### src/verilog/bstp_pkg.sv
// package of constants and types for the boundary-scan test port
// How it works
// - test reset low holds test logic reset
// - state machine runs only while reset high
// - later silicon adds cell 87, renumbers rest
// - early revision skips cell 87 in chain
// - reset low: logic-reset state, bypass instruction
// - logic-reset state leaves normal function untouched
// - leave reset only by mode-select sequence
`default_nettype none
package bstp_pkg;
    localparam int unsigned BSR_LEN    = 143;    // cells 0..142, later numbering
    localparam int unsigned ADDED_CELL = 87;     // input cell present on later silicon
    localparam int unsigned GRP_N      = 4;
    localparam int unsigned IR_W       = 4;
    // group disable control cell positions, later numbering, index is group
    localparam int unsigned GRP_CELL [GRP_N] = '{141, 117, 110, 91};
    localparam logic [IR_W-1:0] IR_EXTEST  = 4'h0;
    localparam logic [IR_W-1:0] IR_SAMPLE  = 4'h1;
    localparam logic [IR_W-1:0] IR_BYPASS  = 4'hf;
    localparam logic [IR_W-1:0] IR_CAPTURE = 4'h1;
    localparam logic [3:0]      GRP_OE_RST = 4'h0;

    typedef enum logic [3:0] {
        TLR, RTI, SEL_DR, CAP_DR, SH_DR, EX1_DR, PAU_DR, EX2_DR, UPD_DR,
        SEL_IR, CAP_IR, SH_IR, EX1_IR, PAU_IR, EX2_IR, UPD_IR
    } bstp_state_e;

    typedef struct packed {
        logic tck;
        logic tms;
        logic tdi;
        logic trst_n;
        logic rev_later;
    } bstp_pins_s;
endpackage
`default_nettype wire

### src/verilog/bstp_top.sv
// boundary-scan test access port with revision dependent chain
`default_nettype none
module bstp_top (
    // clock and reset
    input  wire logic                              mclk,
    input  wire logic                              rst,
    // test pins and revision strap, asynchronous to mclk
    input  wire bstp_pkg::bstp_pins_s              pins,
    // core side
    input  wire logic [bstp_pkg::BSR_LEN-1:0]      pin_state,
    input  wire logic [bstp_pkg::GRP_N-1:0]        core_oe,
    // pin side
    output logic                                   tdo,
    output logic                                   tdo_oe,
    output logic [bstp_pkg::GRP_N-1:0]             grp_oe,
    output logic [bstp_pkg::BSR_LEN-1:0]           bs_update,
    output logic                                   extest_on
);
    localparam int unsigned L = bstp_pkg::BSR_LEN;
    localparam int unsigned A = bstp_pkg::ADDED_CELL;

    // how the port behaves, seen from the core clock:
    // - tck, tms, tdi and the test reset are oversampled on mclk through two flops,
    //   so tck must stay high and low for at least four mclk periods
    // - a tck edge is acted on three mclk after it reaches the pin
    // - the test reset is level sampled, not truly asynchronous: it takes effect
    //   three mclk after the pin falls, which is ample for a board tester
    // - the chain shifts toward cell 0; on early silicon the added cell is left
    //   out of the shift path and simply keeps its captured value

    bstp_pkg::bstp_pins_s       s1_r, s2_r;
    logic                       tck_d_r;
    logic                       rev_r, rev_nxt;
    bstp_pkg::bstp_state_e      st_r, st_nxt;
    logic [bstp_pkg::IR_W-1:0]  ir_r, ir_nxt, irs_r, irs_nxt;
    logic [L-1:0]               bsr_r, bsr_nxt, upd_r, upd_nxt;
    logic                       byp_r, byp_nxt;
    logic                       tdo_r, tdo_nxt, tdo_oe_r, tdo_oe_nxt;
    logic [bstp_pkg::GRP_N-1:0] goe_r, goe_nxt;
    logic                       ext_r, ext_nxt;
    logic                       trst, rise, fall, sel_bsr;

    // two-flop synchroniser, then a third stage for tck edges
    always_ff @(posedge mclk) begin
        s1_r    <= pins;
        s2_r    <= s1_r;
        tck_d_r <= s2_r.tck;
    end

    assign rise    = s2_r.tck & ~tck_d_r;
    assign fall    = ~s2_r.tck & tck_d_r;
    assign trst    = rst | ~s2_r.trst_n;
    assign sel_bsr = (ir_r == bstp_pkg::IR_EXTEST) | (ir_r == bstp_pkg::IR_SAMPLE);

    // revision strap caught while reset is applied
    always_comb begin
        rev_nxt = rst ? s2_r.rev_later : rev_r;
    end

    // state machine steps only on tck rise and while test reset high
    always_comb begin
        st_nxt = st_r;
        if (trst) begin
            st_nxt = bstp_pkg::TLR;
        end else if (rise) begin
            case (st_r)
                bstp_pkg::TLR:    st_nxt = s2_r.tms ? bstp_pkg::TLR    : bstp_pkg::RTI;
                bstp_pkg::RTI:    st_nxt = s2_r.tms ? bstp_pkg::SEL_DR : bstp_pkg::RTI;
                bstp_pkg::SEL_DR: st_nxt = s2_r.tms ? bstp_pkg::SEL_IR : bstp_pkg::CAP_DR;
                bstp_pkg::CAP_DR: st_nxt = s2_r.tms ? bstp_pkg::EX1_DR : bstp_pkg::SH_DR;
                bstp_pkg::SH_DR:  st_nxt = s2_r.tms ? bstp_pkg::EX1_DR : bstp_pkg::SH_DR;
                bstp_pkg::EX1_DR: st_nxt = s2_r.tms ? bstp_pkg::UPD_DR : bstp_pkg::PAU_DR;
                bstp_pkg::PAU_DR: st_nxt = s2_r.tms ? bstp_pkg::EX2_DR : bstp_pkg::PAU_DR;
                bstp_pkg::EX2_DR: st_nxt = s2_r.tms ? bstp_pkg::UPD_DR : bstp_pkg::SH_DR;
                bstp_pkg::UPD_DR: st_nxt = s2_r.tms ? bstp_pkg::SEL_DR : bstp_pkg::RTI;
                bstp_pkg::SEL_IR: st_nxt = s2_r.tms ? bstp_pkg::TLR    : bstp_pkg::CAP_IR;
                bstp_pkg::CAP_IR: st_nxt = s2_r.tms ? bstp_pkg::EX1_IR : bstp_pkg::SH_IR;
                bstp_pkg::SH_IR:  st_nxt = s2_r.tms ? bstp_pkg::EX1_IR : bstp_pkg::SH_IR;
                bstp_pkg::EX1_IR: st_nxt = s2_r.tms ? bstp_pkg::UPD_IR : bstp_pkg::PAU_IR;
                bstp_pkg::PAU_IR: st_nxt = s2_r.tms ? bstp_pkg::EX2_IR : bstp_pkg::PAU_IR;
                bstp_pkg::EX2_IR: st_nxt = s2_r.tms ? bstp_pkg::UPD_IR : bstp_pkg::SH_IR;
                bstp_pkg::UPD_IR: st_nxt = s2_r.tms ? bstp_pkg::SEL_DR : bstp_pkg::RTI;
                default:          st_nxt = bstp_pkg::TLR;
            endcase
        end
    end

    // instruction register: shift stage and update latch
    always_comb begin
        ir_nxt  = ir_r;
        irs_nxt = irs_r;
        if (trst || (st_r == bstp_pkg::TLR)) begin
            ir_nxt  = bstp_pkg::IR_BYPASS;
            irs_nxt = bstp_pkg::IR_BYPASS;
        end else if (rise) begin
            case (st_r)
                bstp_pkg::CAP_IR: irs_nxt = bstp_pkg::IR_CAPTURE;
                bstp_pkg::SH_IR:  irs_nxt = {s2_r.tdi, irs_r[bstp_pkg::IR_W-1:1]};
                bstp_pkg::UPD_IR: ir_nxt  = irs_r;
                default:          irs_nxt = irs_r;
            endcase
        end
    end

    // boundary and bypass data registers
    always_comb begin
        bsr_nxt = bsr_r;
        upd_nxt = upd_r;
        byp_nxt = byp_r;
        if (trst) begin
            bsr_nxt = '0;
            upd_nxt = '0;
            byp_nxt = 1'b0;
        end else if (rise) begin
            case (st_r)
                bstp_pkg::CAP_DR: begin
                    byp_nxt = 1'b0;
                    if (sel_bsr) begin
                        bsr_nxt = pin_state;
                    end
                end
                bstp_pkg::SH_DR: begin
                    byp_nxt = s2_r.tdi;
                    if (sel_bsr) begin
                        bsr_nxt = {s2_r.tdi, bsr_r[L-1:1]};
                        if (!rev_r) begin
                            bsr_nxt[A-1] = bsr_r[A+1];  // early chain skips cell
                            bsr_nxt[A]   = bsr_r[A];    // added cell idle
                        end
                    end
                end
                bstp_pkg::UPD_DR: begin
                    if (sel_bsr) begin
                        upd_nxt = bsr_r;
                    end
                end
                default: byp_nxt = byp_r;
            endcase
        end
    end

    // test data out changes on tck fall while shifting
    always_comb begin
        tdo_nxt    = tdo_r;
        tdo_oe_nxt = tdo_oe_r;
        if (trst) begin
            tdo_nxt    = 1'b0;
            tdo_oe_nxt = 1'b0;
        end else if (fall) begin
            tdo_oe_nxt = (st_r == bstp_pkg::SH_DR) | (st_r == bstp_pkg::SH_IR);
            if (st_r == bstp_pkg::SH_IR) begin
                tdo_nxt = irs_r[0];
            end else if (st_r == bstp_pkg::SH_DR) begin
                tdo_nxt = sel_bsr ? bsr_r[0] : byp_r;
            end
        end
    end

    // group output enables: core owns them unless external test drives
    always_comb begin
        ext_nxt = ~trst & (ir_r == bstp_pkg::IR_EXTEST) & (st_r != bstp_pkg::TLR);
        for (int g = 0; g < bstp_pkg::GRP_N; g++) begin
            goe_nxt[g] = ext_nxt ? ~upd_r[bstp_pkg::GRP_CELL[g]] : core_oe[g];
        end
    end

    // state register
    always_ff @(posedge mclk) begin
        if (rst) begin
            st_r <= bstp_pkg::TLR;
        end else begin
            st_r <= st_nxt;
        end
    end

    // instruction registers
    always_ff @(posedge mclk) begin
        if (rst) begin
            ir_r  <= bstp_pkg::IR_BYPASS;
            irs_r <= bstp_pkg::IR_BYPASS;
        end else begin
            ir_r  <= ir_nxt;
            irs_r <= irs_nxt;
        end
    end

    // boundary, update and bypass registers
    always_ff @(posedge mclk) begin
        if (rst) begin
            bsr_r <= '0;
            upd_r <= '0;
            byp_r <= 1'b0;
        end else begin
            bsr_r <= bsr_nxt;
            upd_r <= upd_nxt;
            byp_r <= byp_nxt;
        end
    end

    // test data out registers
    always_ff @(posedge mclk) begin
        if (rst) begin
            tdo_r    <= 1'b0;
            tdo_oe_r <= 1'b0;
        end else begin
            tdo_r    <= tdo_nxt;
            tdo_oe_r <= tdo_oe_nxt;
        end
    end

    // group enable and external test registers
    always_ff @(posedge mclk) begin
        if (rst) begin
            goe_r <= bstp_pkg::GRP_OE_RST;
            ext_r <= 1'b0;
        end else begin
            goe_r <= goe_nxt;
            ext_r <= ext_nxt;
        end
    end

    // strap register, no reset: it is loaded while reset is applied
    always_ff @(posedge mclk) begin
        rev_r <= rev_nxt;
    end

    assign tdo       = tdo_r;
    assign tdo_oe    = tdo_oe_r;
    assign grp_oe    = goe_r;
    assign bs_update = upd_r;
    assign extest_on = ext_r;
endmodule
`default_nettype wire

### config.mk
export PLATFORM = sky130hd
export DESIGN_NAME = bstp_top
export DESIGN_NICKNAME = d
export VERILOG_FILES = /design/src/verilog/bstp_pkg.sv /design/src/verilog/bstp_top.sv
export SDC_FILE = /design/constraint.sdc
export NUM_CORES = 1
export LEC_CHECK = 0
export BUFFER_PORTS_ARGS = -buffer_cell sky130_fd_sc_hd__buf_4
export CORE_MARGIN = 2
export CORE_UTILIZATION = 48
export CTS_CLUSTER_DIAMETER = 30
export DETAILED_ROUTE_END_ITERATION = 10
export GPL_ROUTABILITY_DRIVEN = 1
export HOLD_SLACK_MARGIN = 0.03
export PLACE_DENSITY = 0.73
export SETUP_SLACK_MARGIN = 0.5
export SYNTH_ARGS = -nofsm -noshare
export SYNTH_HDL_FRONTEND = slang
export SYNTH_SLANG_ARGS = --single-unit
### constraint.sdc
create_clock -name mclk -period 1.7 [get_ports mclk]
set_clock_uncertainty 0.05 [all_clocks]
set_input_delay 0.34 -clock mclk [delete_from_list [all_inputs] [get_ports mclk]]
set_output_delay 0.34 -clock mclk [all_outputs]
set_load 0.05 [all_outputs]
---- Yosys cells after proc, flatten, opt, wreduce, memory -nomap -nowiden ----
Index checks and enable logic that the tools add are counted.
cells by class
  equality and inequality tests ........... 19
  muxes and demuxes ....................... 26
  bitwise logic cells ..................... 15
  reduce and logical (&&, ||, !) cells .... 19
operators by type and width
  kind                                                             number
  143-bit two-way mux                                              2
  143-bit one-hot mux with 2 select lines                          1
  4-bit one-hot mux with 12 select lines                           1
  4-bit == test, second input constant                             8
  4-bit by 3-bit == test with 1-bit output, second input constant  4
  4-bit two-way mux                                                4
  1-bit two-way mux                                                10
  4-bit by 1-bit == test with 1-bit output, second input constant  2
  4-bit by 2-bit == test with 1-bit output, second input constant  2
  4-bit logical NOT                                                2
  2-bit two-way mux                                                4
  1-bit inverter                                                   8
  4-bit one-hot mux with 2 select lines                            1
  2-bit AND reduction                                              4
  2-bit OR reduction                                               4
  3-bit two-way mux                                                2
  2-bit != test, second input constant                             3
  2-bit nonzero test                                               3
  5-bit AND reduction                                              1
  1-bit bitwise AND                                                4
  4-bit AND reduction                                              1
  4-bit nonzero test                                               1
  1-bit OR                                                         3
  3-bit AND reduction                                              1
  3 further kinds                                                  3
storage, ports and cells
  flip-flop bits (word level) ............. 318
  word-level logic and storage cells ...... 102

---- Logic depth before layout (Yosys ltp) ----
Gate-level depths: netlist of the first run.
  word-level depth ........................ 6
  depth in mapped cells ................... 8

---- Least setup slack after synthesis of the first run ----
Ideal clock, no wire load.
  kind .................................... reg-to-reg
  start ................................... register st_r[3]
  end ..................................... register tdo_r (netlist: tdo)
  setup time .............................. 0.067 ns
  data arrival time ....................... 1.715 ns
  slack ................................... -0.133 ns
  stages on the path, launching flop included .. 7
  buffers on the path ..................... 2
  cells stage by stage .................... dfxtp_1 > buf_6 > or4b_4 > buf_6 > a211o_1 > a211o_1 > a21oi_2
on the way
  longest elaborated chain between the ends .. 3
  elaborated cells on any way between the ends .. 5
RTL lines
  item                                                                              RTL line                          RTL
  start: declaration                                                                bstp_top.sv:34                    bstp_pkg::bstp_state_e st_r, st_nxt;
  start signal: assignment                                                          bstp_top.sv:170                   st_r <= bstp_pkg::TLR;
  start signal: assignment                                                          bstp_top.sv:172                   st_r <= st_nxt;
  4-bit by 3-bit == test with 1-bit output / 4-bit == test (equally long branches)  bstp_top.sv:153, bstp_top.sv:151
  2-bit nonzero test (no line)                                                      -
  2-bit AND reduction (no line)                                                     -
  end signal: assignment                                                            bstp_top.sv:206                   tdo_r <= tdo_nxt;
  end: declaration                                                                  bstp_top.sv:38                    logic tdo_r, tdo_nxt, tdo_oe_r, tdo_oe_nxt;
Several ways; a longest one is shown, not always the timed one.
A chain may end at the register's enable or synchronous reset.

---- Worst setup path in the final report of the first run ----
  start ................................... register st_r[3]
  end ..................................... register bsr_r[25]
on the way
  longest elaborated chain between the ends .. 3
  elaborated cells on any way between the ends .. 7
RTL lines
  item                                                                                                         RTL line         RTL
  4-bit by 2-bit == test with 1-bit output / 4-bit by 3-bit == test with 1-bit output (equally long branches)  bstp_top.sv:115  case (st_r)
  2-bit != test (no line) / 2-bit nonzero test (equally long branches)                                         -
  4-bit AND reduction (no line)                                                                                -
  end signal: assignment                                                                                       bstp_top.sv:194  bsr_r <= bsr_nxt;
  end: declaration                                                                                             bstp_top.sv:36   logic [L-1:0] bsr_r, bsr_nxt, upd_r, upd_nxt;
Several ways; a longest one is shown, not always the timed one.

==> metrics.txt, run 1 <==
Tot Pwr 19.49 mW; reg2reg setup slack -0.30 ns; Filler cells 1582; Routed Antenna Nets 0; vias in the first global route 11877; post-route insts no fill 2346; Reg-to-Reg Start st_r[3]; Worst VDD drop 776.9 uV; Detailed Route Iter0 Violations 1331; Mapped Nets 1703; violated checks negative setup slack; Setup WS post-layout -0.2995 ns; number of CTS-inserted buffers 53; Clock power frac 0.574; Boundary Pins 304; Via Count 13299; worst-margin pin slew 0.6272 ns; internal power 15.36 mW; Final min period 2.000 ns; critical path's slowest cell dfxtp_4; worst min-delay path startpoint pin_state[138]; clock sinks 318; P&R area growth vs syn 59.51%; crit-path max FO 11; Buffers & Inverters on Critical Path 3; commonest non-fill, non-tap cell in the layout nand2_1; starting density of the core 0.4867; worst path required time 2.08 ns; pre-CTS setup slack -0.1519 ns; CP arrival 2.38 ns; sequential fraction of the synthesis area 0.5218; share of post-route cells with drive strength above 1 0.3130; Mean Syn Cell Area 7.889 um^2; PwrDens 1000 nW/um^2; net load switching power 4.129 mW; r2r endpoint bsr_r[25]; DIE HEIGHT 163.6 um; CTS Buffer Depth 3; Final Util 0.7763; synthesized area 12220 um^2; die width 163.6 um; warnings from Yosys 0; final wirelength 45150 um; final hold viol count 0; First-pass DRT Iterations 8; max-slew violations 0; commonest cells after routing, fill and taps aside nand2_1 (525), buf_4 (338), dfxtp_1 (312); RSZ-0062 raised after global routing yes; Synth Instances 1549; global-route wire length before repair 58150 um; Largest delay share family, worst path compound AO/OA/AOI/OAI gates; wire length per cell 19.25 um; CP dominant cell by count buf_4; critical setup path kind reg2reg; Hold WC Path Type in2reg; Total Die Area 26750 um^2; startpoint class of the critical path flop; total congestion overflow 0; hold path cells 3; root buffer cell clkbuf_16; crit-path max cell delay 0.37 ns; CTS tree yes; Logic pwr share 0.041; Final TNS setup -21.74 ns; Seq pwr share 0.385; Placer Congestion 0.8415; fin area 19490 um^2; Seq cells post-synth 318; worst-path cell chain nor4bb_4, buf_4, o211a_4, buf_12, buf_4, nor2_1, a311oi_1; FMAX 500.1 MHz; Placed Area 15170 um^2; dpl hpwl 22340 um; ant diodes 0; sw frac 0.2119; status finished, violations left; cell row count 58; Synth cell types 44; Hold Path End bsr_r[138]; P_leak 7.605 nW; FF-to-FF path depth 7; antenna violations before repair 0; Placed Instances 2111; Via density 5.669; crit share post-route 1.176; CP endpoint kind flop; core area 25110 um^2; largest net degree at the start of global routing 89; max_cap viols 0; number of buffers added on ports 303; nets@finish 2131; CTS clk-pin slew, worst paths 0.05 ns; remaining design rule violation count 0; Setup violations, final 238; CTS H-tree depth 2; clk_lat worst skew 0.55 ns; relative slew slack 0.5780; worst hold slack 0.03004 ns; gr usage total 0.2664
## worst max-delay path by stage
stage / start / end / slack [ns] / cells after the start
floorplan: st_r[3] / tdo / -0.13 / 6
global placement: st_r[1] / bsr_r[87] / -0.08 / 6
detailed placement: st_r[1] / bsr_r[125] / -0.15 / 6
CTS: st_r[3] / bsr_r[49] / -0.13 / 7
global route: st_r[1] / bsr_r[25] / -0.35 / 7
finish: st_r[3] / bsr_r[25] / -0.30 / 7
## synth_stat cells (all sizes together)
master,instances,share of area
a311oi,141,0.10
nand3,2,0.00082
and3,1,0.00051
o211a,1,0.00082
or2,1,0.00051
nand2,579,0.18
a21boi,1,0.00061
a31o,1,0.00072
o311ai,1,0.0013
nand4,1,0.00051
nor4,1,0.00051
xnor2,2,0.0014
and4,1,0.00072
a211o,2,0.0014
o211ai,3,0.0018
edfxtp,1,0.0025
nor3,4,0.0016
mux2i,10,0.0082
nor2b,4,0.0020
or4b,1,0.0011
a31oi,3,0.0015
nand3b,1,0.00061
nand2b,4,0.0020
or3,3,0.0015
a22oi,3,0.0018
inv,10,0.0031
buf,42,0.018
nand4b,1,0.00072
o22ai,1,0.00051
nor4bb,1,0.00082
clkbuf,92,0.028
a221oi,3,0.0022
o21ai,7,0.0029
a2bb2oi,1,0.00072
dfxtp,317,0.52
nor4b,1,0.0012
a21oi,148,0.061
nor2,150,0.046
o31ai,1,0.00061
a211oi,2,0.0012
## repair_timing
action                                  CTS  global route
gates cloned                              3            29
pin swaps                                 5            80
setup buffers                             0            23
endpoints found under the setup margin  456           456
endpoints found under the hold margin    85             1
hold buffers                             85             1
gates resized for setup                  13           188
## power by group through the flow
stage               registers, mW  logic (mW)  clock network [mW]
finish                       7.50       0.799                11.2
global route                 7.50       0.840                11.6
CTS                          7.51       0.748                11.2
detailed placement           7.66       0.581                   0
global placement             7.65       0.582                   0
floorplan                    7.67       0.198                   0
## state kept, by name, summed over array words and instances (netlist names)
name and cells:
tck_d_r 1, st_r 4, extest_on 1, irs_r 4, s1_r 5, bs_update 143
rev_r 1, byp_r 1, s2_r 5, tdo 1, tdo_oe 1, grp_oe 4
bsr_r 143, ir_r 4
## cells by family after synthesis
| kind of cell | after synthesis | synth area share |
|---|---|---|
| AOI/OAI and AO/OA | 319 | 0.1802 |
| xor gates and xnor gates | 2 | 0.001434 |
| buffers and inverters | 144 | 0.04915 |
| DFF | 318 | 0.5218 |
| muxes | 10 | 0.008191 |
| and+or+nand+nor | 756 | 0.2393 |
## metal layers
metal	vias to the layer above	track usage	wire length, um
li1	6127	-	-
met3	204	0.05231	3461
met1	6277	0.3248	17410
met4	0	0.1364	2442
met5	-	0	0
met2	691	0.4474	21840
## worst min-delay path, stage by stage
cell      delay [ns]
buf_4           0.11
nand2_1         0.05
a311oi_1        0.08
## area by class of cell
cell class | instances | area (um^2) | area share
flip-flops and latches | 318 | 6387 | 0.3277
multi-input cells | 1087 | 5833 | 0.2992
repair buffers | 507 | 4967 | 0.2548
clock buffers | 64 | 1418 | 0.07273
clock inverters | 30 | 436.7 | 0.02240
well taps | 330 | 412.9 | 0.02118
inverters | 10 | 37.54 | 0.001926
No activity file was read; power rests on OpenSTA's default activity.
==> run 2, diff against run 1 <==
--- a/config.mk
+++ b/config.mk
@@ -13,6 +13,7 @@
 export GPL_ROUTABILITY_DRIVEN = 1
 export HOLD_SLACK_MARGIN = 0.03
 export PLACE_DENSITY = 0.73
+export RECOVER_POWER = 100
 export SETUP_SLACK_MARGIN = 0.5
 export SYNTH_ARGS = -nofsm -noshare
 export SYNTH_HDL_FRONTEND = slang
==> run 2 against run 1 <==
Against the previous run: the run still ends with negative setup slack left; cell area fell by 0.10%; global-route usage did not move; core utilization fell by 0.080 points; first-iteration DRC count fell by 9.2%; combinational power fell by 0.8%; count of clock-buffer cells in the layout did not move; routed wire length barely moved; maximum frequency rose by 0.55%; sequential share of layout area barely moved; critical path type unchanged; largest cell class unchanged; largest power group unchanged.
==> metrics.txt, run 2 (synthesis gave the netlist of run 1 again) <==
crit-path max cell delay 0.37 ns; share of post-route cells with drive strength above 1 0.3120; CP dominant cell by count buf_4; max-slew violations 0; clock sinks 318; CP arrival 2.37 ns; Final min period 1.989 ns; Tot Pwr 19.49 mW; violated checks negative setup slack; cell row count 58; Worst VDD drop 777.0 uV; critical setup path kind reg2reg; Filler cells 1589; starting density of the core 0.4867; First-pass DRT Iterations 6; CTS tree yes; commonest cells after routing, fill and taps aside nand2_1 (525), buf_4 (326), dfxtp_1 (312); Setup violations, final 236; Placed Area 15170 um^2; nets@finish 2131; core area 25110 um^2; Total Die Area 26750 um^2; total congestion overflow 0; crit share post-route 1.170; Placer Congestion 0.8415; crit-path max FO 11; hold path cells 3; P&R area growth vs syn 59.34%; ant diodes 0; die width 163.6 um; gr usage total 0.2664; startpoint class of the critical path flop; critical path's slowest cell dfxtp_4; final hold viol count 0; FMAX 502.9 MHz; Routed Antenna Nets 0; Via density 5.657; max_cap viols 0; clk_lat worst skew 0.55 ns; root buffer cell clkbuf_16; Hold WC Path Type in2reg; global-route wire length before repair 58150 um; wire length per cell 19.26 um; worst-path cell chain nor4bb_4, buf_4, o211a_4, buf_12, buf_4, nor2_1, a311oi_1; post-route insts no fill 2346; final wirelength 45190 um; number of buffers added on ports 303; Placed Instances 2111; largest net degree at the start of global routing 89; CTS H-tree depth 2; RSZ-0062 raised after global routing yes; fin area 19470 um^2; remaining design rule violation count 0; number of CTS-inserted buffers 53; commonest non-fill, non-tap cell in the layout nand2_1; FF-to-FF path depth 7; vias in the first global route 11877; CTS clk-pin slew, worst paths 0.05 ns; P_leak 7.593 nW; status finished, violations left; CTS Buffer Depth 3; worst-margin pin slew 0.6271 ns; dpl hpwl 22340 um; Setup WS post-layout -0.2887 ns; PwrDens 1001 nW/um^2; DIE HEIGHT 163.6 um; antenna violations before repair 0; Detailed Route Iter0 Violations 1208; worst path required time 2.08 ns; relative slew slack 0.5781; Final Util 0.7755; Boundary Pins 304; Via Count 13271; CP endpoint kind flop
## run 2: cell types whose count changed in the layout (fill, tap and decap cells not counted)
cell,delta
buf_4,-12
clkbuf_1,+2
clkbuf_2,+5
clkbuf_4,+5
## run 2: path summary, 6_finish.rpt
check	slack, ns	to	startpoint
worst min register to register	0.28	s2_r[2]	s1_r[2]
worst min-delay path	0.03	bsr_r[28]	pin_state[28]
worst max-delay path	-0.29	bsr_r[25]	st_r[3]
worst max register to register	-0.29	bsr_r[25]	st_r[3]
## run 2: metrics by stage
step	setup TNS, ns	hold WS (ns)	worst slack (ns)
floorplan	-6.433	0.2596	-0.1326
global placement	-4.000	0.2638	-0.07554
detailed placement	-16.39	0.2647	-0.1519
CTS	-8.668	0.03014	-0.1277
global route	-40.52	0.03067	-0.3522
finish	-20.59	0.02722	-0.2887
## run 2: worst max-delay path, delay by kind of cell, from the launching register on
kind | cells | cell delay [ns]
simple gates | 2 | 0.37
buf+inv | 3 | 0.49
compound gates | 2 | 0.58
flops | 1 | 0.37
## run 2: metal layers
metal,global-route usage,part of all wire,vias to the layer above
li1,-,-,6114
met1,0.3248,0.39,6260
met2,0.4474,0.49,699
met3,0.05231,0.073,198
met4,0.1364,0.051,0
met5,0,0,-
## run 2: power by group
part	switching (mW)	total, mW	internal (mW)	leakage (nW)
Sequential	0.0157	7.50	7.49	2.57
Clock	3.76	11.2	7.44	0.903
Combinational	0.359	0.793	0.434	4.12
## run 2: area by class of cell
cell class | instances | area (um^2) | area share
clock inverters | 30 | 436.7 | 0.02243
flip-flops and latches | 318 | 6387 | 0.3280
well taps | 330 | 412.9 | 0.02120
repair buffers | 507 | 4947 | 0.2541
inverters | 10 | 37.54 | 0.001928
clock buffers | 64 | 1418 | 0.07280
multi-input cells | 1087 | 5833 | 0.2996
## run 2: repair_timing
| action | CTS | global route |
|---|---|---|
| setup buffers | 0 | 23 |
| pin swaps | 5 | 80 |
| endpoints found under the hold margin | 85 | 1 |
| gates cloned | 3 | 29 |
| gates resized for setup | 13 | 188 |
| hold buffers | 85 | 1 |
| endpoints found under the setup margin | 456 | 456 |
